<file path="config.mk">
export PLATFORM = sky130hd
export DESIGN_NAME = analog_indirect_access_port
export DESIGN_NICKNAME = d
export VERILOG_FILES = /design/src/hdl/aiap_pkg.sv /design/src/hdl/port_if.sv /design/src/hdl/irq_bank.sv /design/src/hdl/indirect_port.sv /design/src/hdl/analog_indirect_access_port.sv
export SDC_FILE = /design/constraint.sdc
export NUM_CORES = 1
export LEC_CHECK = 0
export ABC_AREA = 1
export BUFFER_PORTS_ARGS = -buffer_cell sky130_fd_sc_hd__buf_4
export CORE_MARGIN = 2
export CORE_UTILIZATION = 28
export CTS_BUF_LIST = sky130_fd_sc_hd__clkbuf_4
export DETAILED_ROUTE_END_ITERATION = 8
export MAX_ROUTING_LAYER = met4
export SLEW_MARGIN = 0
export SYNTH_ARGS = -nofsm -noshare
export SYNTH_HDL_FRONTEND = slang
export SYNTH_SLANG_ARGS = --single-unit
</file>
<file path="constraint.sdc">
create_clock -name clock_in -period 2.35 [get_ports clock_in]
set_clock_uncertainty 0.1 [all_clocks]
set_input_delay 0.47 -clock clock_in [delete_from_list [all_inputs] [get_ports clock_in]]
set_output_delay 0.47 -clock clock_in [all_outputs]
set_load 0.01 [all_outputs]
</file>
<file path="src/hdl/aiap_pkg.sv">
// Purpose: shared constants and types for the analog indirect access ports
// Assumes: one 10 MHz clock, synchronous active-low reset
// Notes:   offsets are byte addresses of aligned 32-bit words
package aiap_pkg;

    // ========================================================
    // bus geometry
    localparam int ADDR_W = 16;
    localparam int DATA_W = 32;
    localparam int BYTE_W = 8;

    // ========================================================
    // register offsets
    localparam logic [15:0] OFS_PORT_ONE   = 16'h5b38;
    localparam logic [15:0] OFS_PORT_TWO   = 16'h5b3c;
    localparam logic [15:0] OFS_PORT_THREE = 16'h5b40;
    localparam logic [15:0] OFS_PORT_ALL   = 16'h5b44;
    localparam logic [15:0] OFS_PORT_SHARE = 16'h5b48;
    localparam logic [15:0] OFS_IRQ_STATUS = 16'h5b60;
    localparam logic [15:0] OFS_IRQ_ENABLE = 16'h5b64;
    localparam logic [15:0] OFS_IRQ_CLEAR  = 16'h5b68;

    // ========================================================
    // port register field layout
    localparam int DONE_BIT = 31;
    localparam int CMD_BIT  = 30;
    localparam int ADDR_HI  = 15;
    localparam int ADDR_LO  = 8;
    localparam int DATA_HI  = 7;
    localparam int DATA_LO  = 0;

    // ========================================================
    // reset values
    localparam logic       DONE_RST = 1'b1;
    localparam logic       CMD_RST  = 1'b0;
    localparam logic [7:0] ADDR_RST = 8'h00;
    localparam logic [7:0] DATA_RST = 8'h00;

    // ========================================================
    // port indices, also the target select code
    localparam int          N_PORTS    = 5;
    localparam int          SEL_W      = 3;
    localparam logic [2:0]  PORT_ONE   = 3'h0;
    localparam logic [2:0]  PORT_TWO   = 3'h1;
    localparam logic [2:0]  PORT_THREE = 3'h2;
    localparam logic [2:0]  PORT_ALL   = 3'h3;
    localparam logic [2:0]  PORT_SHARE = 3'h4;

    typedef logic [7:0] byte_t;

    // arbiter states, gray along idle -> busy -> idle
    typedef enum logic [1:0] {
        ARB_IDLE = 2'b00,
        ARB_BUSY = 2'b01
    } arb_state_e;

endpackage : aiap_pkg

</file>
<file path="src/hdl/port_if.sv">
// Purpose: request/answer bundle between one port and the arbiter
// Assumes: ack is a one-cycle pulse, rdata valid beside it
// Notes:   req stays high until ack
interface port_if;
    import aiap_pkg::*;
    logic  req;
    logic  we;
    byte_t addr;
    byte_t wdata;
    logic  ack;
    byte_t rdata;
    modport port (output req, we, addr, wdata, input ack, rdata);
    modport arb  (input req, we, addr, wdata, output ack, rdata);
endinterface : port_if

</file>
<file path="src/hdl/irq_bank.sv">
// Purpose: sticky event status, enable mask and one level interrupt
// Assumes: clear and enable writes are one-cycle strobes
// Notes:   an event in the clear cycle survives the clear
module irq_bank #(
    parameter int W = 5
) (
    // clock and reset
    input  wire logic         clock_in,
    input  wire logic         rst_n_in,
    // events and software writes
    input  wire logic [W-1:0] set_in,
    input  wire logic         en_wr_in,
    input  wire logic         clr_wr_in,
    input  wire logic [W-1:0] wdata_in,
    // state
    output logic      [W-1:0] status_out,
    output logic      [W-1:0] enable_out,
    output logic              irq_out
);
    logic [W-1:0] status_q;
    logic [W-1:0] enable_q;

    // ========================================================
    // sticky status: set beats clear so no event is lost
    always_ff @(posedge clock_in) begin
        if (!rst_n_in) begin
            status_q <= '0;
        end else if (clr_wr_in) begin
            status_q <= (status_q & ~wdata_in) | set_in;
        end else begin
            status_q <= status_q | set_in;
        end
    end

    // enable mask
    always_ff @(posedge clock_in) begin
        if (!rst_n_in) begin
            enable_q <= '0;
        end else if (en_wr_in) begin
            enable_q <= wdata_in;
        end
    end

    assign status_out = status_q;
    assign enable_out = enable_q;
    assign irq_out    = |(status_q & enable_q);
endmodule : irq_bank

</file>
<file path="src/hdl/indirect_port.sv">
// Purpose: one indirect port register with done flag and pending access
// Assumes: the arbiter acks each request exactly once
// Notes:   a write while done is low is ignored
module indirect_port #(
    parameter bit HAS_CMD = 1'b0
) (
    // clock and reset
    input  wire logic        clock_in,
    input  wire logic        rst_n_in,
    // register write side
    input  wire logic        wr_in,
    input  wire logic [31:0] wdata_in,
    // register view and completion pulse
    output logic      [31:0] reg_out,
    output logic             done_out,
    // towards the arbiter
    port_if.port             tgt
);
    import aiap_pkg::*;

    logic  done_q;
    logic  cmd_q;
    byte_t addr_q;
    byte_t data_q;
    logic  accept;

    // only an idle port takes new data; software polls done first
    assign accept = wr_in && done_q;

    // ========================================================
    // done flag
    always_ff @(posedge clock_in) begin
        if (!rst_n_in) begin
            done_q <= DONE_RST;
        end else if (accept) begin
            done_q <= 1'b0;
        end else if (tgt.ack) begin
            done_q <= 1'b1;
        end
    end

    // command, address: latched for the whole access
    always_ff @(posedge clock_in) begin
        if (!rst_n_in) begin
            cmd_q  <= CMD_RST;
            addr_q <= ADDR_RST;
        end else if (accept) begin
            cmd_q  <= HAS_CMD ? wdata_in[CMD_BIT] : 1'b1;
            addr_q <= wdata_in[ADDR_HI:ADDR_LO];
        end
    end

    // data byte: write data in, read data back
    always_ff @(posedge clock_in) begin
        if (!rst_n_in) begin
            data_q <= DATA_RST;
        end else if (accept) begin
            data_q <= wdata_in[DATA_HI:DATA_LO];
        end else if (tgt.ack && !cmd_q) begin
            data_q <= tgt.rdata;
        end
    end

    assign tgt.req   = !done_q;
    assign tgt.we    = cmd_q;
    assign tgt.addr  = addr_q;
    assign tgt.wdata = data_q;
    assign done_out  = tgt.ack;
    assign reg_out   = {done_q, HAS_CMD ? cmd_q : 1'b0, 14'h0000,
                        addr_q, data_q};

    // ========================================================
    // checks
    property p_done_clear;
        @(posedge clock_in) disable iff (!rst_n_in)
        accept |=> !done_q;
    endproperty
    a_done_clear: assert property (p_done_clear)
        else $error("done not cleared by accepted write");

    property p_done_cause;
        @(posedge clock_in) disable iff (!rst_n_in)
        $rose(done_q) |-> $past(tgt.ack);
    endproperty
    a_done_cause: assert property (p_done_cause)
        else $error("done rose without target answer");

    property p_addr_take;
        @(posedge clock_in) disable iff (!rst_n_in)
        accept |=> addr_q == $past(wdata_in[ADDR_HI:ADDR_LO]);
    endproperty
    a_addr_take: assert property (p_addr_take)
        else $error("address byte not latched");

    property p_addr_hold;
        @(posedge clock_in) disable iff (!rst_n_in)
        !done_q && !tgt.ack |=> $stable(addr_q) && !done_q;
    endproperty
    a_addr_hold: assert property (p_addr_hold)
        else $error("address or done moved during access");

    property p_read_data;
        @(posedge clock_in) disable iff (!rst_n_in)
        tgt.ack && !cmd_q |=> done_q && data_q == $past(tgt.rdata);
    endproperty
    a_read_data: assert property (p_read_data)
        else $error("read data not present with done");

    property p_write_data;
        @(posedge clock_in) disable iff (!rst_n_in)
        accept |=> tgt.wdata == $past(wdata_in[DATA_HI:DATA_LO]);
    endproperty
    a_write_data: assert property (p_write_data)
        else $error("write data byte not forwarded");

    property p_cmd_sel;
        @(posedge clock_in) disable iff (!rst_n_in)
        accept |=> tgt.we == (HAS_CMD ? $past(wdata_in[CMD_BIT]) : 1'b1);
    endproperty
    a_cmd_sel: assert property (p_cmd_sel)
        else $error("access type not as selected");
endmodule : indirect_port

</file>
<file path="src/hdl/analog_indirect_access_port.sv">
// Purpose: register bank of indirect ports into analog configuration space
// Assumes: one clock, synchronous active-low reset, single target bus
// Notes:   the shared offset holds either the clock module or general port
//
// Decided for this implementation: the address-and-strobe port.
module analog_indirect_access_port #(
    parameter bit SHARE_IS_GENERAL = 1'b1
) (
    // clock and reset
    input  wire logic                           clock_in,
    input  wire logic                           rst_n_in,
    // register port
    input  wire logic [aiap_pkg::ADDR_W-1:0]    addr_in,
    input  wire logic [aiap_pkg::DATA_W-1:0]    wdata_in,
    input  wire logic                           wr_in,
    input  wire logic                           rd_in,
    output logic      [aiap_pkg::DATA_W-1:0]    rdata_out,
    // analog target bus
    output logic                                tgt_req_out,
    output logic      [aiap_pkg::SEL_W-1:0]     tgt_sel_out,
    output logic                                tgt_we_out,
    output logic      [aiap_pkg::BYTE_W-1:0]    tgt_addr_out,
    output logic      [aiap_pkg::BYTE_W-1:0]    tgt_wdata_out,
    input  wire logic                           tgt_ack_in,
    input  wire logic [aiap_pkg::BYTE_W-1:0]    tgt_rdata_in,
    // interrupt
    output logic                                irq_out
);
    import aiap_pkg::*;

    // ========================================================
    // address decode
    logic [N_PORTS-1:0] port_wr;
    logic               irq_en_wr;
    logic               irq_clr_wr;
    logic [15:0]        port_ofs [N_PORTS];

    assign port_ofs[0] = OFS_PORT_ONE;
    assign port_ofs[1] = OFS_PORT_TWO;
    assign port_ofs[2] = OFS_PORT_THREE;
    assign port_ofs[3] = OFS_PORT_ALL;
    assign port_ofs[4] = OFS_PORT_SHARE;

    // write strobes per register
    always_comb begin
        for (int i = 0; i < N_PORTS; i++) begin
            port_wr[i] = wr_in && (addr_in == port_ofs[i]);
        end
    end
    assign irq_en_wr  = wr_in && (addr_in == OFS_IRQ_ENABLE);
    assign irq_clr_wr = wr_in && (addr_in == OFS_IRQ_CLEAR);

    // ========================================================
    // the ports
    port_if pif [N_PORTS] ();

    logic [31:0]        port_reg  [N_PORTS];
    logic [N_PORTS-1:0] port_done;
    logic [N_PORTS-1:0] req_v;
    logic [N_PORTS-1:0] we_v;
    byte_t              addr_v    [N_PORTS];
    byte_t              wdata_v   [N_PORTS];
    logic [N_PORTS-1:0] ack_v;

    generate
        for (genvar g = 0; g < N_PORTS; g++) begin : g_port
            // only the shared slot may carry the command bit
            indirect_port #(
                .HAS_CMD ((g == N_PORTS - 1) && SHARE_IS_GENERAL)
            ) u_port (
                .clock_in (clock_in),
                .rst_n_in (rst_n_in),
                .wr_in    (port_wr[g]),
                .wdata_in (wdata_in),
                .reg_out  (port_reg[g]),
                .done_out (port_done[g]),
                .tgt      (pif[g].port)
            );
            assign req_v[g]     = pif[g].req;
            assign we_v[g]      = pif[g].we;
            assign addr_v[g]    = pif[g].addr;
            assign wdata_v[g]   = pif[g].wdata;
            assign pif[g].ack   = ack_v[g];
            assign pif[g].rdata = tgt_rdata_in;
        end
    endgenerate

    // ========================================================
    // arbiter: one access on the target bus at a time
    arb_state_e           state_q;
    logic [SEL_W-1:0]     cur_q;
    logic [SEL_W-1:0]     pick;
    logic                 any_req;
    logic                 tgt_req_q;
    logic                 tgt_we_q;
    byte_t                tgt_addr_q;
    byte_t                tgt_wdata_q;

    // fixed priority, lowest index first; ports cannot starve since
    // each holds at most one access and software must repoll
    always_comb begin
        pick    = '0;
        any_req = 1'b0;
        for (int i = N_PORTS - 1; i >= 0; i--) begin
            if (req_v[i]) begin
                pick    = SEL_W'(i);
                any_req = 1'b1;
            end
        end
    end

    // state and current owner
    always_ff @(posedge clock_in) begin
        if (!rst_n_in) begin
            state_q <= ARB_IDLE;
            cur_q   <= '0;
        end else begin
            unique case (state_q)
                ARB_IDLE: begin
                    if (any_req) begin
                        state_q <= ARB_BUSY;
                        cur_q   <= pick;
                    end
                end
                ARB_BUSY: begin
                    if (tgt_ack_in) begin
                        state_q <= ARB_IDLE;
                    end
                end
                default: begin
                    state_q <= ARB_IDLE;
                end
            endcase
        end
    end

    // target bus request, held until the target answers
    always_ff @(posedge clock_in) begin
        if (!rst_n_in) begin
            tgt_req_q <= 1'b0;
        end else if (state_q == ARB_IDLE && any_req) begin
            tgt_req_q <= 1'b1;
        end else if (state_q == ARB_BUSY && tgt_ack_in) begin
            tgt_req_q <= 1'b0;
        end
    end

    // target bus fields, loaded once per access
    always_ff @(posedge clock_in) begin
        if (!rst_n_in) begin
            tgt_we_q    <= 1'b0;
            tgt_addr_q  <= ADDR_RST;
            tgt_wdata_q <= DATA_RST;
        end else if (state_q == ARB_IDLE && any_req) begin
            tgt_we_q    <= we_v[pick];
            tgt_addr_q  <= addr_v[pick];
            tgt_wdata_q <= wdata_v[pick];
        end
    end

    // answer goes only to the owner of the access
    always_comb begin
        for (int i = 0; i < N_PORTS; i++) begin
            ack_v[i] = (state_q == ARB_BUSY) && tgt_ack_in
                       && (cur_q == SEL_W'(i));
        end
    end

    assign tgt_req_out   = tgt_req_q;
    assign tgt_sel_out   = cur_q;
    assign tgt_we_out    = tgt_we_q;
    assign tgt_addr_out  = tgt_addr_q;
    assign tgt_wdata_out = tgt_wdata_q;

    // ========================================================
    // interrupts: one status bit per port, set on completion
    logic [N_PORTS-1:0] irq_status;
    logic [N_PORTS-1:0] irq_enable;

    irq_bank #(
        .W (N_PORTS)
    ) u_irq (
        .clock_in   (clock_in),
        .rst_n_in   (rst_n_in),
        .set_in     (port_done),
        .en_wr_in   (irq_en_wr),
        .clr_wr_in  (irq_clr_wr),
        .wdata_in   (wdata_in[N_PORTS-1:0]),
        .status_out (irq_status),
        .enable_out (irq_enable),
        .irq_out    (irq_out)
    );

    // ========================================================
    // read data, one cycle after the read strobe
    logic [31:0] rdata_q;
    logic [31:0] rdata_d;

    // clear register is write only; unmapped offsets read as zero
    always_comb begin
        rdata_d = 32'h0000_0000;
        for (int i = 0; i < N_PORTS; i++) begin
            if (addr_in == port_ofs[i]) begin
                rdata_d = port_reg[i];
            end
        end
        if (addr_in == OFS_IRQ_STATUS) begin
            rdata_d = {{(32 - N_PORTS){1'b0}}, irq_status};
        end
        if (addr_in == OFS_IRQ_ENABLE) begin
            rdata_d = {{(32 - N_PORTS){1'b0}}, irq_enable};
        end
    end

    // data only stands in the cycle after the strobe
    always_ff @(posedge clock_in) begin
        if (!rst_n_in) begin
            rdata_q <= 32'h0000_0000;
        end else if (rd_in) begin
            rdata_q <= rdata_d;
        end else begin
            rdata_q <= 32'h0000_0000;
        end
    end

    assign rdata_out = rdata_q;

    // ========================================================
    // checks on the target bus
    property p_req_hold;
        @(posedge clock_in) disable iff (!rst_n_in)
        tgt_req_q && !tgt_ack_in |=>
            tgt_req_q && $stable(cur_q) && $stable(tgt_addr_q)
            && $stable(tgt_wdata_q) && $stable(tgt_we_q);
    endproperty
    a_req_hold: assert property (p_req_hold)
        else $error("target request changed before answer");

    property p_one_owner;
        @(posedge clock_in) disable iff (!rst_n_in)
        |ack_v |-> $onehot0(ack_v) && tgt_req_q;
    endproperty
    a_one_owner: assert property (p_one_owner)
        else $error("answer routed to more than one port");

    property p_gap;
        @(posedge clock_in) disable iff (!rst_n_in)
        tgt_req_q && tgt_ack_in |=> !tgt_req_q;
    endproperty
    a_gap: assert property (p_gap)
        else $error("request not dropped after answer");
endmodule : analog_indirect_access_port

</file>
======== After elaboration in Yosys (flattened, before gate mapping) ========
Index checks and enable logic that the tools add are counted.
word-level totals
  register bits ........................... 155
  output and inout bits ................... 54
  word-level logic and storage cells ...... 155
  bits of input ports ..................... 61
operators by class
  mux-type cells .......................... 51
  magnitude comparators ................... 2
  equal/unequal tests ..................... 15
  bitwise gates (word level) .............. 8
  reductions and logical operators ........ 48
operator list
  operator                                                                 number
  32-bit two-way mux                                                       5
  16-bit by 15-bit equality test with 1-bit output, second input constant  8
  8-bit two-way mux                                                        14
  8-bit binary-select mux with 3-bit select                                2
  1-bit logical AND                                                        24
  2-bit nonzero test                                                       11
  1-bit two-way mux                                                        18
  3-bit two-way mux                                                        5
  5-bit two-way mux                                                        3
  5-bit AND                                                                2
  5-bit OR                                                                 2
  8-bit OR reduction                                                       1
  3-bit by 2-bit equality test with 1-bit output, second input constant    2
  2-bit AND reduction                                                      3
  1-bit zero test                                                          5
  5-bit NOT                                                                1
  5-bit OR reduction                                                       1
  4-bit greater-or-equal comparator, second input constant                 1
  3-bit by 4-bit < comparator with 1-bit output, second input constant     1
  2-bit two-way mux                                                        2
  2-bit inequality test, second input constant                             2
  3-bit NOT with 4-bit output                                              1
  2-bit one-hot mux with 2 select lines                                    1
  4-bit OR reduction                                                       1
  7 further kinds                                                          8

======== Logic depth before layout (Yosys ltp) ========
Gate-level depths: netlist (run 1).
  depth after elaboration ................. 9
  gate-level depth with buffers ........... 14
  gate-level depth less buffers ........... 13

======== Modules after synthesis ========
A second synthesis (run 1) with hierarchy kept.
second synthesis, totals
  cell total of the unflattened synthesis .. 1,647
  area total of the unflattened synthesis .. 10,367.4 um2
by module, submodules not included
  module                                 cells an instance  times used  sequential area each (um2)  area an instance (um2)
  analog_indirect_access_port            823                1           1,081.0                     4,672.0
  indirect_port at g_port[0].u_port ...  153                4           360.3                       1,058.5
  indirect_port at g_port[4].u_port      154                1           360.3                       1,068.5
  irq_bank                               58                 1           200.2                       392.9

======== Worst setup path before layout (run 1) ========
Ideal clock, no wire load.
  path type ............................... in2reg
  from .................................... in addr_in[13] in the netlist's numbering
  to ...................................... reg g_port[3].u_port.addr_q[2]
  stages .................................. 13
  library setup time ...................... 0.116 ns
  slack ................................... 0.481 ns
  arrival time ............................ 1.653 ns
  cells stage by stage .................... inv_1 nand2_1 nor2_1 nand2_2 nor3_4 nand2_2 inv_2 nand2_4 nor2_8 inv_2 buf_6 nor2_1 nor2_1
on the way
  cells in the longest elaborated chain, start to end .. 3
ends and longest elaborated chain
  what                                              line                               RTL
  from (decl)                                       analog_indirect_access_port.sv:13  input wire logic [aiap_pkg::ADDR_W-1:0] addr_in,
  16-bit by 15-bit equality test with 1-bit output  analog_indirect_access_port.sv:47  port_wr[i] = wr_in && (addr_in == port_ofs[i]);
  1-bit logical AND                                 analog_indirect_access_port.sv:47
  1-bit logical AND                                 indirect_port.sv:28                assign accept = wr_in && done_q;
  to (signal assigned)                              indirect_port.sv:49                addr_q <= wdata_in[ADDR_HI:ADDR_LO];
  to (decl)                                         indirect_port.sv:23                byte_t addr_q;
Every way passes these cells.
A chain may end at the register's enable or synchronous reset.

======== Worst setup path in the final report (run 1) ========
  from .................................... reg u_irq.status_q[0], in the netlist u_irq.status_out[0]
  to ...................................... out irq_out
on the way
  cells in the longest elaborated chain, start to end .. 2
ends and longest elaborated chain
  what                    line                               RTL
  from (decl)             irq_bank.sv:20                     logic [W-1:0] status_q;
  from (signal assigned)  irq_bank.sv:29                     status_q <= (status_q & ~wdata_in) | set_in;
  from (signal assigned)  irq_bank.sv:31                     status_q <= status_q | set_in;
  5-bit AND               irq_bank.sv:46                     assign irq_out = |(status_q & enable_q);
  5-bit OR reduction      irq_bank.sv:46
  to (decl)               analog_indirect_access_port.sv:27  output logic irq_out
Every way passes these cells.

==> results of run 1 <==
==> per-stage QoR <==
stage | utilization [%] | power (mW) | area [um^2] | setup WS [ns]
detailed placement | 33.1 | 2.66 | 8350 | 0.0674
global placement | 33.1 | 2.66 | 8350 | 0.111
CTS | 34.5 | 4.26 | 8700 | 0.241
global route | 34.6 | 4.38 | 8700 | 0.121
finish | 34.6 | 4.24 | 8700 | 0.283
floorplan | - | 2.54 | 7240 | 0.481
==> layout make-up <==
cell class                      count  area [um^2]  share of cell area, %
Clock buffer                       17          128                   1.47
Antenna cell                        1         2.50                 0.0288
Sequential cell                   140         2800                   32.2
Clock inverter                     15          154                   1.77
Multi-Input combinational cell    725         3600                   41.4
Tap cell                          330          413                   4.75
Inverter                          116          440                   5.06
Timing Repair Buffer              145         1160                   13.3
==> cell families after synthesis <==
kind of cell / Yosys count / share of synthesized area [%]
simple gates: 339 / 22.3
mux: 1 / 0.157
flops: 140 / 39.0
other cells: 1 / 0.0521
buf+inv: 187 / 11.6
compound gates: 371 / 26.9
==> metal layers <==
metal | global-route usage, % | vias to the layer above | part of all wire [%]
met4 | 7.30 | 0 | 2.6
met2 | 29.7 | 308 | 45
li1 | - | 3678 | -
met5 | - | - | 0
met1 | 25.3 | 3446 | 44
met3 | 3.94 | 48 | 7.9
==> flip-flops by register name, summed over array words and instances (netlist names) <==
register / count
g_port.u_port.tgt.addr: 40
g_port.u_port.tgt.wdata: 40
rdata_out: 18
tgt_addr_out: 8
tgt_wdata_out: 8
g_port.u_port.done_q: 5
g_port.u_port.tgt.we: 5
u_irq.enable_out: 5
u_irq.status_out: 5
tgt_sel_out: 3
state_q: 1
tgt_req_out: 1
tgt_we_out: 1
==> timing repair <==
item                      4_1_cts  5_1_grt
hold endpoints to repair        7        0
hold buffers                    7        0
gates resized for setup         0        0
==> worst max-delay path by stage <==
stage	cells after the start	to	start
2_1_floorplan	13	g_port[3].u_port.tgt.addr[2]	addr_in[13]
3_5_place_dp	13	g_port[3].u_port.tgt.addr[5]	addr_in[10]
3_3_place_gp	13	g_port[3].u_port.tgt.wdata[0]	addr_in[10]
4_1_cts	3	irq_out	u_irq.status_out[2]
6_report	5	irq_out	u_irq.status_out[0]
5_1_grt	7	tgt_wdata_out[0]	g_port[2].u_port.done_q
==> cell usage after synthesis (all sizes together) <==
library cell	instances
o211ai	13
clkinv	1
clkbuf	28
a221oi	1
conb	1
o2111ai	6
mux2	1
nand3	30
nand2	176
nor2	98
inv	115
or2	3
a21oi	131
o21ai	207
a211oi	2
o21bai	1
nor4	1
and3	1
buf	43
dfxtp	140
nand4	24
nor3	6
o22ai	5
a31oi	5
==> report_power, final <==
group / switching [mW] / internal, mW / total, mW
Combinational: 0.156 / 0.0866 / 0.243
Sequential: 0.0000324 / 2.37 / 2.37
Clock: 1.06 / 0.563 / 1.63
==> worst register-to-register path, stage by stage, from the launching register on <==
cell and delay (ns):
dfxtp_1 0.46, nand2_1 0.10, nor2_1 0.22, nand2_1 0.11, nand2_1 0.23, inv_1 0.33
nor2_1 0.18, nor2_1 0.06, o21ai_0 0.10, inv_1 0.06
==> report_table.html, run 1 <==
<table>
<tr><th>Metric</th><th>Value</th></tr>
<tr><th colspan="2">Setup path</th></tr>
<tr><td>R2r endpoint</td><td>tgt_wdata_out[1]</td></tr>
<tr><td>Startpoint class of the critical path</td><td>flop</td></tr>
<tr><td>Cell chain of the critical path</td><td>nand2_1 -&gt; nand2_1 -&gt; a221oi_1 -&gt; nand2_1 -&gt; buf_4</td></tr>
<tr><td>Family with the most delay on the worst path</td><td>flip-flops</td></tr>
<tr><td>CP max stage delay</td><td>0.35 ns</td></tr>
<tr><td>CP bufs+invs</td><td>1</td></tr>
<tr><td>Register-to-register setup slack</td><td>0.29 ns</td></tr>
<tr><td>Most prevalent standard cell on the critical path</td><td>nand2_1</td></tr>
<tr><td>R2R depth</td><td>9</td></tr>
<tr><td>Setup Crit Path Kind</td><td>flop to primary output</td></tr>
<tr><td>CP Max Fanout</td><td>3</td></tr>
<tr><td>Critical path required time</td><td>1.78 ns</td></tr>
<tr><td>Worst R2R Start</td><td>g_port[2].u_port.done_q</td></tr>
<tr><td>Endpoint type of the worst setup path</td><td>primary output</td></tr>
<tr><td>WP data arrival</td><td>1.50 ns</td></tr>
<tr><td>Slowest CP cell</td><td>dfxtp_1</td></tr>
<tr><th colspan="2">Min path</th></tr>
<tr><td>Number of cells on the worst hold path</td><td>3</td></tr>
<tr><td>Critical hold path startpoint</td><td>wdata_in[8]</td></tr>
<tr><td>Endpoint of the worst hold path</td><td>g_port[3].u_port.tgt.addr[0]</td></tr>
<tr><td>Type of the worst min-delay path</td><td>input port to flop</td></tr>
<tr><th colspan="2">Synth</th></tr>
<tr><td>Synth Register Bits</td><td>140</td></tr>
<tr><td>Synthesized instance count</td><td>1039</td></tr>
<tr><td>Number of unique standard cell types used by synthesis</td><td>39</td></tr>
<tr><td>Top post-synthesis cells by area</td><td>dfxtp_1 39%, o21ai_0 14%, a21oi_1 9.1%</td></tr>
<tr><td>Combined area of all synthesized cells</td><td>0.00719 mm^2</td></tr>
<tr><td>Register area share after synthesis</td><td>39.0%</td></tr>
<tr><td>Yosys warning count</td><td>0</td></tr>
<tr><td>Share of the synthesized area in the top cell type</td><td>39.0%</td></tr>
<tr><td>Top cell type by total area after synthesis</td><td>dfxtp_1</td></tr>
<tr><td>Average footprint of a synthesized cell</td><td>6.92 um^2</td></tr>
<tr><th colspan="2">Layout</th></tr>
<tr><td>Fraction of layout cells with a size suffix above 1</td><td>18.3%</td></tr>
<tr><td>Area growth from synthesis to layout</td><td>21.0%</td></tr>
<tr><td>Most common library cell in the layout ignoring fill and taps</td><td>o21ai_0</td></tr>
<tr><td>Post-route insts no fill</td><td>1489</td></tr>
<tr><td>Most used cells in the layout excluding fill and tap cells</td><td>197 x o21ai_0, 168 x nand2_1, 140 x dfxtp_1, 134 x buf_4, 131 x a21oi_1</td></tr>
<tr><td>Final-layout fill cell count</td><td>2765</td></tr>
<tr><td>Net count, final</td><td>1206</td></tr>
<tr><th colspan="2">Detailed routing</th></tr>
<tr><td>Average vias per placed instance</td><td>5.02</td></tr>
<tr><td>Number of iterations in the first detailed-routing pass</td><td>6</td></tr>
<tr><td>Initial DRC Count</td><td>728</td></tr>
<tr><td>Via count of the routed design</td><td>7480</td></tr>
<tr><td>Routed length per instance</td><td>16.9 um</td></tr>
<tr><td>Number of nets still failing antenna checks after routing</td><td>0</td></tr>
<tr><td>Final wirelength</td><td>25100 um</td></tr>
<tr><td>Remaining design rule violation count</td><td>0</td></tr>
<tr><th colspan="2">Clock tree</th></tr>
<tr><td>Num CTS Buffers</td><td>17</td></tr>
<tr><td>Htree depth</td><td>4</td></tr>
<tr><td>Clock latency reported for the late side of the worst-skew pair</td><td>0.59 ns</td></tr>
<tr><td>Clock tree from TritonCTS</td><td>built</td></tr>
<tr><td>Total setup buffers inserted after CTS</td><td>0</td></tr>
<tr><td>CTS root buffer</td><td>clkbuf_4</td></tr>
<tr><td>Buffer depth of the longest clock path</td><td>2</td></tr>
<tr><td>Clock sinks</td><td>140</td></tr>
<tr><td>Clock slew at the register clock pins of the worst setup and hold paths</td><td>0.14 ns</td></tr>
<tr><th colspan="2">Floorplanning</th></tr>
<tr><td>Die boundary width</td><td>164 um</td></tr>
<tr><td>Die Span Y</td><td>164 um</td></tr>
<tr><td>Effective utilization at floorplan</td><td>28.6%</td></tr>
<tr><td>Placement Rows</td><td>58</td></tr>
<tr><td>Floorplan Core Area</td><td>0.0252 mm^2</td></tr>
<tr><td>Number of top-level design ports</td><td>115</td></tr>
<tr><td>Full die area</td><td>0.0270 mm^2</td></tr>
<tr><th colspan="2">STA</th></tr>
<tr><td>Pin slew with the least headroom to its limit</td><td>0.950 ns</td></tr>
<tr><td>Max Slew Vio Count</td><td>0</td></tr>
<tr><td>Time the worst path needs with I/O delays and setup</td><td>2.07 ns</td></tr>
<tr><td>Summed negative setup slack over all endpoints</td><td>0 ns</td></tr>
<tr><td>Count of final hold-check violations</td><td>0</td></tr>
<tr><td>Final critical-path share of the clock period</td><td>88.0%</td></tr>
<tr><td>Maximum clock rate</td><td>484 MHz</td></tr>
<tr><td>Smallest hold slack</td><td>0.0166 ns</td></tr>
<tr><td>Slew margin rel.</td><td>36.7%</td></tr>
<tr><td>Final setup violation count</td><td>0</td></tr>
<tr><td>Setup repair after global routing missed its margin</td><td>false</td></tr>
<tr><th colspan="2">Placed design</th></tr>
<tr><td>Routability-driven placement congestion ratio</td><td>0.905</td></tr>
<tr><td>Count of buffers inserted at the top-level ports</td><td>85</td></tr>
<tr><td>Post-placement cell count</td><td>1449</td></tr>
<tr><td>Total half-perimeter wirelength after legalization and detailed placement</td><td>18200 um</td></tr>
<tr><th colspan="2">Power and ir drop</th></tr>
<tr><td>Max rail drop VDD</td><td>0.240 mV</td></tr>
<tr><td>Leak pwr</td><td>3.81 nW</td></tr>
<tr><td>Power Dens Cells</td><td>488 mW/mm^2</td></tr>
<tr><th colspan="2">GRT</th></tr>
<tr><td>Vias in the first global route</td><td>6891</td></tr>
<tr><td>GRT Util Overall</td><td>19.4%</td></tr>
<tr><td>Global-route wire length before repair</td><td>38900 um</td></tr>
<tr><td>Total global routing overflow</td><td>0</td></tr>
<tr><td>Maximum number of pins on one net before global-route repair</td><td>98</td></tr>
<tr><td>Initial antenna violation count</td><td>1</td></tr>
<tr><th colspan="2">Run</th></tr>
<tr><td>Reported max-cap violation count</td><td>0</td></tr>
<tr><th colspan="2">Run status</th></tr>
<tr><td>Result of the run</td><td>finished, final reports clean</td></tr>
</table>
(Power assumes the default switching activity.)
==> inputs of run 2 (changes only) <==
- clock period: 2.35 -> 1.8 ns (I/O delays scaled with it)
==> run 2 against run 1 <==
Net effect: the flow now finishes with violations (negative setup slack); count of clock-buffer cells in the layout did not move; sequential share of layout area decreased by 2.3 points; worst setup slack worse by 0.41 ns; combinational power is 44% higher; hold slack improved by 0.056 ns; global-route usage grew 0.078 points; cell area up 8.0%; die area unchanged; final cell count increased by 4.5%; sequential power rose by 31%; non-clock buffer count rose by 66; critical path type unchanged; critical endpoint unchanged.
==> report_table.html, run 2 (synthesized netlist as in run 1, its figures left out) <==
<table>
<tr><th>Metric</th><th>Value</th></tr>
<tr><th colspan="2">GRT</th></tr>
<tr><td>Vias in the first global route</td><td>7070</td></tr>
<tr><td>GRT Util Overall</td><td>19.5%</td></tr>
<tr><td>Global-route wire length before repair</td><td>39200 um</td></tr>
<tr><td>Initial antenna violation count</td><td>2</td></tr>
<tr><td>Maximum number of pins on one net before global-route repair</td><td>58</td></tr>
<tr><td>Total global routing overflow</td><td>0</td></tr>
<tr><th colspan="2">Clock tree</th></tr>
<tr><td>Clock latency reported for the late side of the worst-skew pair</td><td>0.56 ns</td></tr>
<tr><td>Num CTS Buffers</td><td>17</td></tr>
<tr><td>Buffer depth of the longest clock path</td><td>2</td></tr>
<tr><td>Clock tree from TritonCTS</td><td>built</td></tr>
<tr><td>Htree depth</td><td>4</td></tr>
<tr><td>CTS root buffer</td><td>clkbuf_4</td></tr>
<tr><td>Clock sinks</td><td>140</td></tr>
<tr><td>Clock slew at the register clock pins of the worst setup and hold paths</td><td>0.14 ns</td></tr>
<tr><th colspan="2">STA</th></tr>
<tr><td>Final setup violation count</td><td>1</td></tr>
<tr><td>Count of final hold-check violations</td><td>0</td></tr>
<tr><td>Maximum clock rate</td><td>519 MHz</td></tr>
<tr><td>Setup repair after global routing missed its margin</td><td>true</td></tr>
<tr><td>Smallest hold slack</td><td>0.0722 ns</td></tr>
<tr><td>Time the worst path needs with I/O delays and setup</td><td>1.93 ns</td></tr>
<tr><td>Final critical-path share of the clock period</td><td>107%</td></tr>
<tr><td>Max Slew Vio Count</td><td>0</td></tr>
<tr><td>Slew margin rel.</td><td>63.6%</td></tr>
<tr><td>Pin slew with the least headroom to its limit</td><td>0.547 ns</td></tr>
<tr><td>Worst Setup Slack, final</td><td>-0.126 ns</td></tr>
<tr><th colspan="2">Power and ir drop</th></tr>
<tr><td>Leak pwr</td><td>4.17 nW</td></tr>
<tr><td>Power Dens Cells</td><td>607 mW/mm^2</td></tr>
<tr><td>Max rail drop VDD</td><td>0.392 mV</td></tr>
<tr><th colspan="2">Layout</th></tr>
<tr><td>Most common library cell in the layout ignoring fill and taps</td><td>o21ai_0</td></tr>
<tr><td>Fraction of layout cells with a size suffix above 1</td><td>23.8%</td></tr>
<tr><td>Area growth from synthesis to layout</td><td>30.6%</td></tr>
<tr><td>Register area</td><td>0.00281 mm^2</td></tr>
<tr><td>Net count, final</td><td>1272</td></tr>
<tr><td>Most used cells in the layout excluding fill and tap cells</td><td>188 x o21ai_0, 182 x buf_4, 163 x nand2_1, 132 x dfxtp_1, 131 x a21oi_1</td></tr>
<tr><td>Final-layout fill cell count</td><td>2632</td></tr>
<tr><td>Area of all placed cells without fillers</td><td>0.00940 mm^2</td></tr>
<tr><td>Multi-input combinational cell area</td><td>0.00368 mm^2</td></tr>
<tr><th colspan="2">Floorplanning</th></tr>
<tr><td>Full die area</td><td>0.0270 mm^2</td></tr>
<tr><td>Effective utilization at floorplan</td><td>28.6%</td></tr>
<tr><td>Die Span Y</td><td>164 um</td></tr>
<tr><td>Die boundary width</td><td>164 um</td></tr>
<tr><td>Floorplan Core Area</td><td>0.0252 mm^2</td></tr>
<tr><td>Placement Rows</td><td>58</td></tr>
<tr><td>Number of top-level design ports</td><td>115</td></tr>
<tr><th colspan="2">Detailed routing</th></tr>
<tr><td>Number of iterations in the first detailed-routing pass</td><td>5</td></tr>
<tr><td>Initial DRC Count</td><td>771</td></tr>
<tr><td>Routed length per instance</td><td>16.5 um</td></tr>
<tr><td>Final wirelength</td><td>25700 um</td></tr>
<tr><td>Average vias per placed instance</td><td>5.00</td></tr>
<tr><td>Remaining design rule violation count</td><td>0</td></tr>
<tr><td>Via count of the routed design</td><td>7783</td></tr>
<tr><td>Number of nets still failing antenna checks after routing</td><td>0</td></tr>
<tr><th colspan="2">Setup path</th></tr>
<tr><td>CP Max Fanout</td><td>3</td></tr>
<tr><td>Critical path required time</td><td>1.34 ns</td></tr>
<tr><td>WP data arrival</td><td>1.47 ns</td></tr>
<tr><td>Endpoint type of the worst setup path</td><td>primary output</td></tr>
<tr><td>Setup Crit Path Kind</td><td>flop to primary output</td></tr>
<tr><td>Worst R2R Start</td><td>state_q[0]</td></tr>
<tr><td>R2r endpoint</td><td>g_port[4].u_port.tgt.wdata[1]</td></tr>
<tr><td>Register-to-register setup slack</td><td>0.02 ns</td></tr>
<tr><td>R2R depth</td><td>11</td></tr>
<tr><td>Startpoint class of the critical path</td><td>flop</td></tr>
<tr><td>Start point of the critical path</td><td>u_irq.status_out[1]</td></tr>
<tr><th colspan="2">Placed design</th></tr>
<tr><td>Pre-CTS setup slack</td><td>-0.234 ns</td></tr>
<tr><td>Routability-driven placement congestion ratio</td><td>0.886</td></tr>
<tr><td>Total half-perimeter wirelength after legalization and detailed placement</td><td>18900 um</td></tr>
<tr><td>Count of buffers inserted at the top-level ports</td><td>85</td></tr>
<tr><td>Placed inst area</td><td>0.00878 mm^2</td></tr>
<tr><th colspan="2">Run status</th></tr>
<tr><td>Violated checks</td><td>negative setup slack</td></tr>
<tr><td>Result of the run</td><td>finished with violations</td></tr>
<tr><th colspan="2">Min path</th></tr>
<tr><td>Endpoint of the worst hold path</td><td>g_port[2].u_port.tgt.we</td></tr>
<tr><td>Type of the worst min-delay path</td><td>input port to flop</td></tr>
<tr><td>Number of cells on the worst hold path</td><td>3</td></tr>
<tr><td>Critical hold path startpoint</td><td>wr_in</td></tr>
<tr><th colspan="2">Run</th></tr>
<tr><td>Reported max-cap violation count</td><td>0</td></tr>
</table>
## run 2: changes by cell type in the layout (fill, tap and decap cells not counted), moves of 4 or more
cell           before  now
dlygate4sd3_1       7   17
dfxtp_2             0    8
nand2_2             4    9
buf_6               0    4
buf_12              4    8
o21ai_0           197  188
nor2_4              5    9
dfxtp_1           140  132
nand2_1           168  163
buf_4             134  182
nor2_1             84   77
o21ai_1            10   19
## run 2: worst max-delay path, stage by stage (launching register included)
cell	delay, ns
dfxtp_2	0.36
nand2_1	0.08
nand2_2	0.06
a221oi_2	0.18
nand2_1	0.11
buf_6	0.13
## run 2: stage by stage
step           setup TNS [ns]  utilization, %  power (mW)  instances
2_1_floorplan               0               -        3.32       1052
3_3_place_gp           -16.86            34.9        3.48       1500
3_5_place_dp           -17.61            34.9        3.49       1500
4_1_cts                -0.126            36.9        5.74       1551
5_1_grt                -0.419            37.3        5.91       1556
6_report               -0.126            37.3        5.71       1556
## run 2: power by group
group | internal (mW) | switching [mW] | leakage (nW)
logic | 0.140 | 0.211 | 2.87
registers | 3.10 | 0.0000439 | 1.13
clock network | 0.885 | 1.37 | 0.170
total | 4.12 | 1.58 | 4.17
## run 2: final cells by class
class | instances | share of cell area (%)
clock inverters | 15 | 1.88
well taps | 330 | 4.39
multi-input cells | 725 | 39.2
diodes | 2 | 0.0533
inverters | 116 | 4.69
flip-flops and latches | 140 | 29.9
clock buffers | 17 | 1.36
repair buffers | 211 | 18.5
## run 2: what timing repair did
item	in CTS	in global routing
endpoints found under the hold margin	49	0
hold buffers	17	0
buffers inserted	2	2
cloned	0	1
resized for setup	7	36
setup endpoints to repair	5	43
pin swaps	1	3
## run 2: how the worst max path moves through the flow
stage | to | slack (ns) | cells past startpoint
floorplan | g_port[3].u_port.tgt.addr[2] | 0.04 | 13
global placement | g_port[4].u_port.tgt.we | -0.23 | 12
detailed placement | g_port[4].u_port.tgt.we | -0.23 | 12
CTS | irq_out | -0.13 | 5
global route | irq_out | -0.19 | 5
finish | irq_out | -0.13 | 5
## run 2: per-layer routing
metal	share of wire [%]	wire (um)	GRT usage [%]
met1	43	11100	25.0
met2	46	11800	30.6
met3	7.6	1960	3.43
met4	3.0	781	7.54
met5	0	0	-
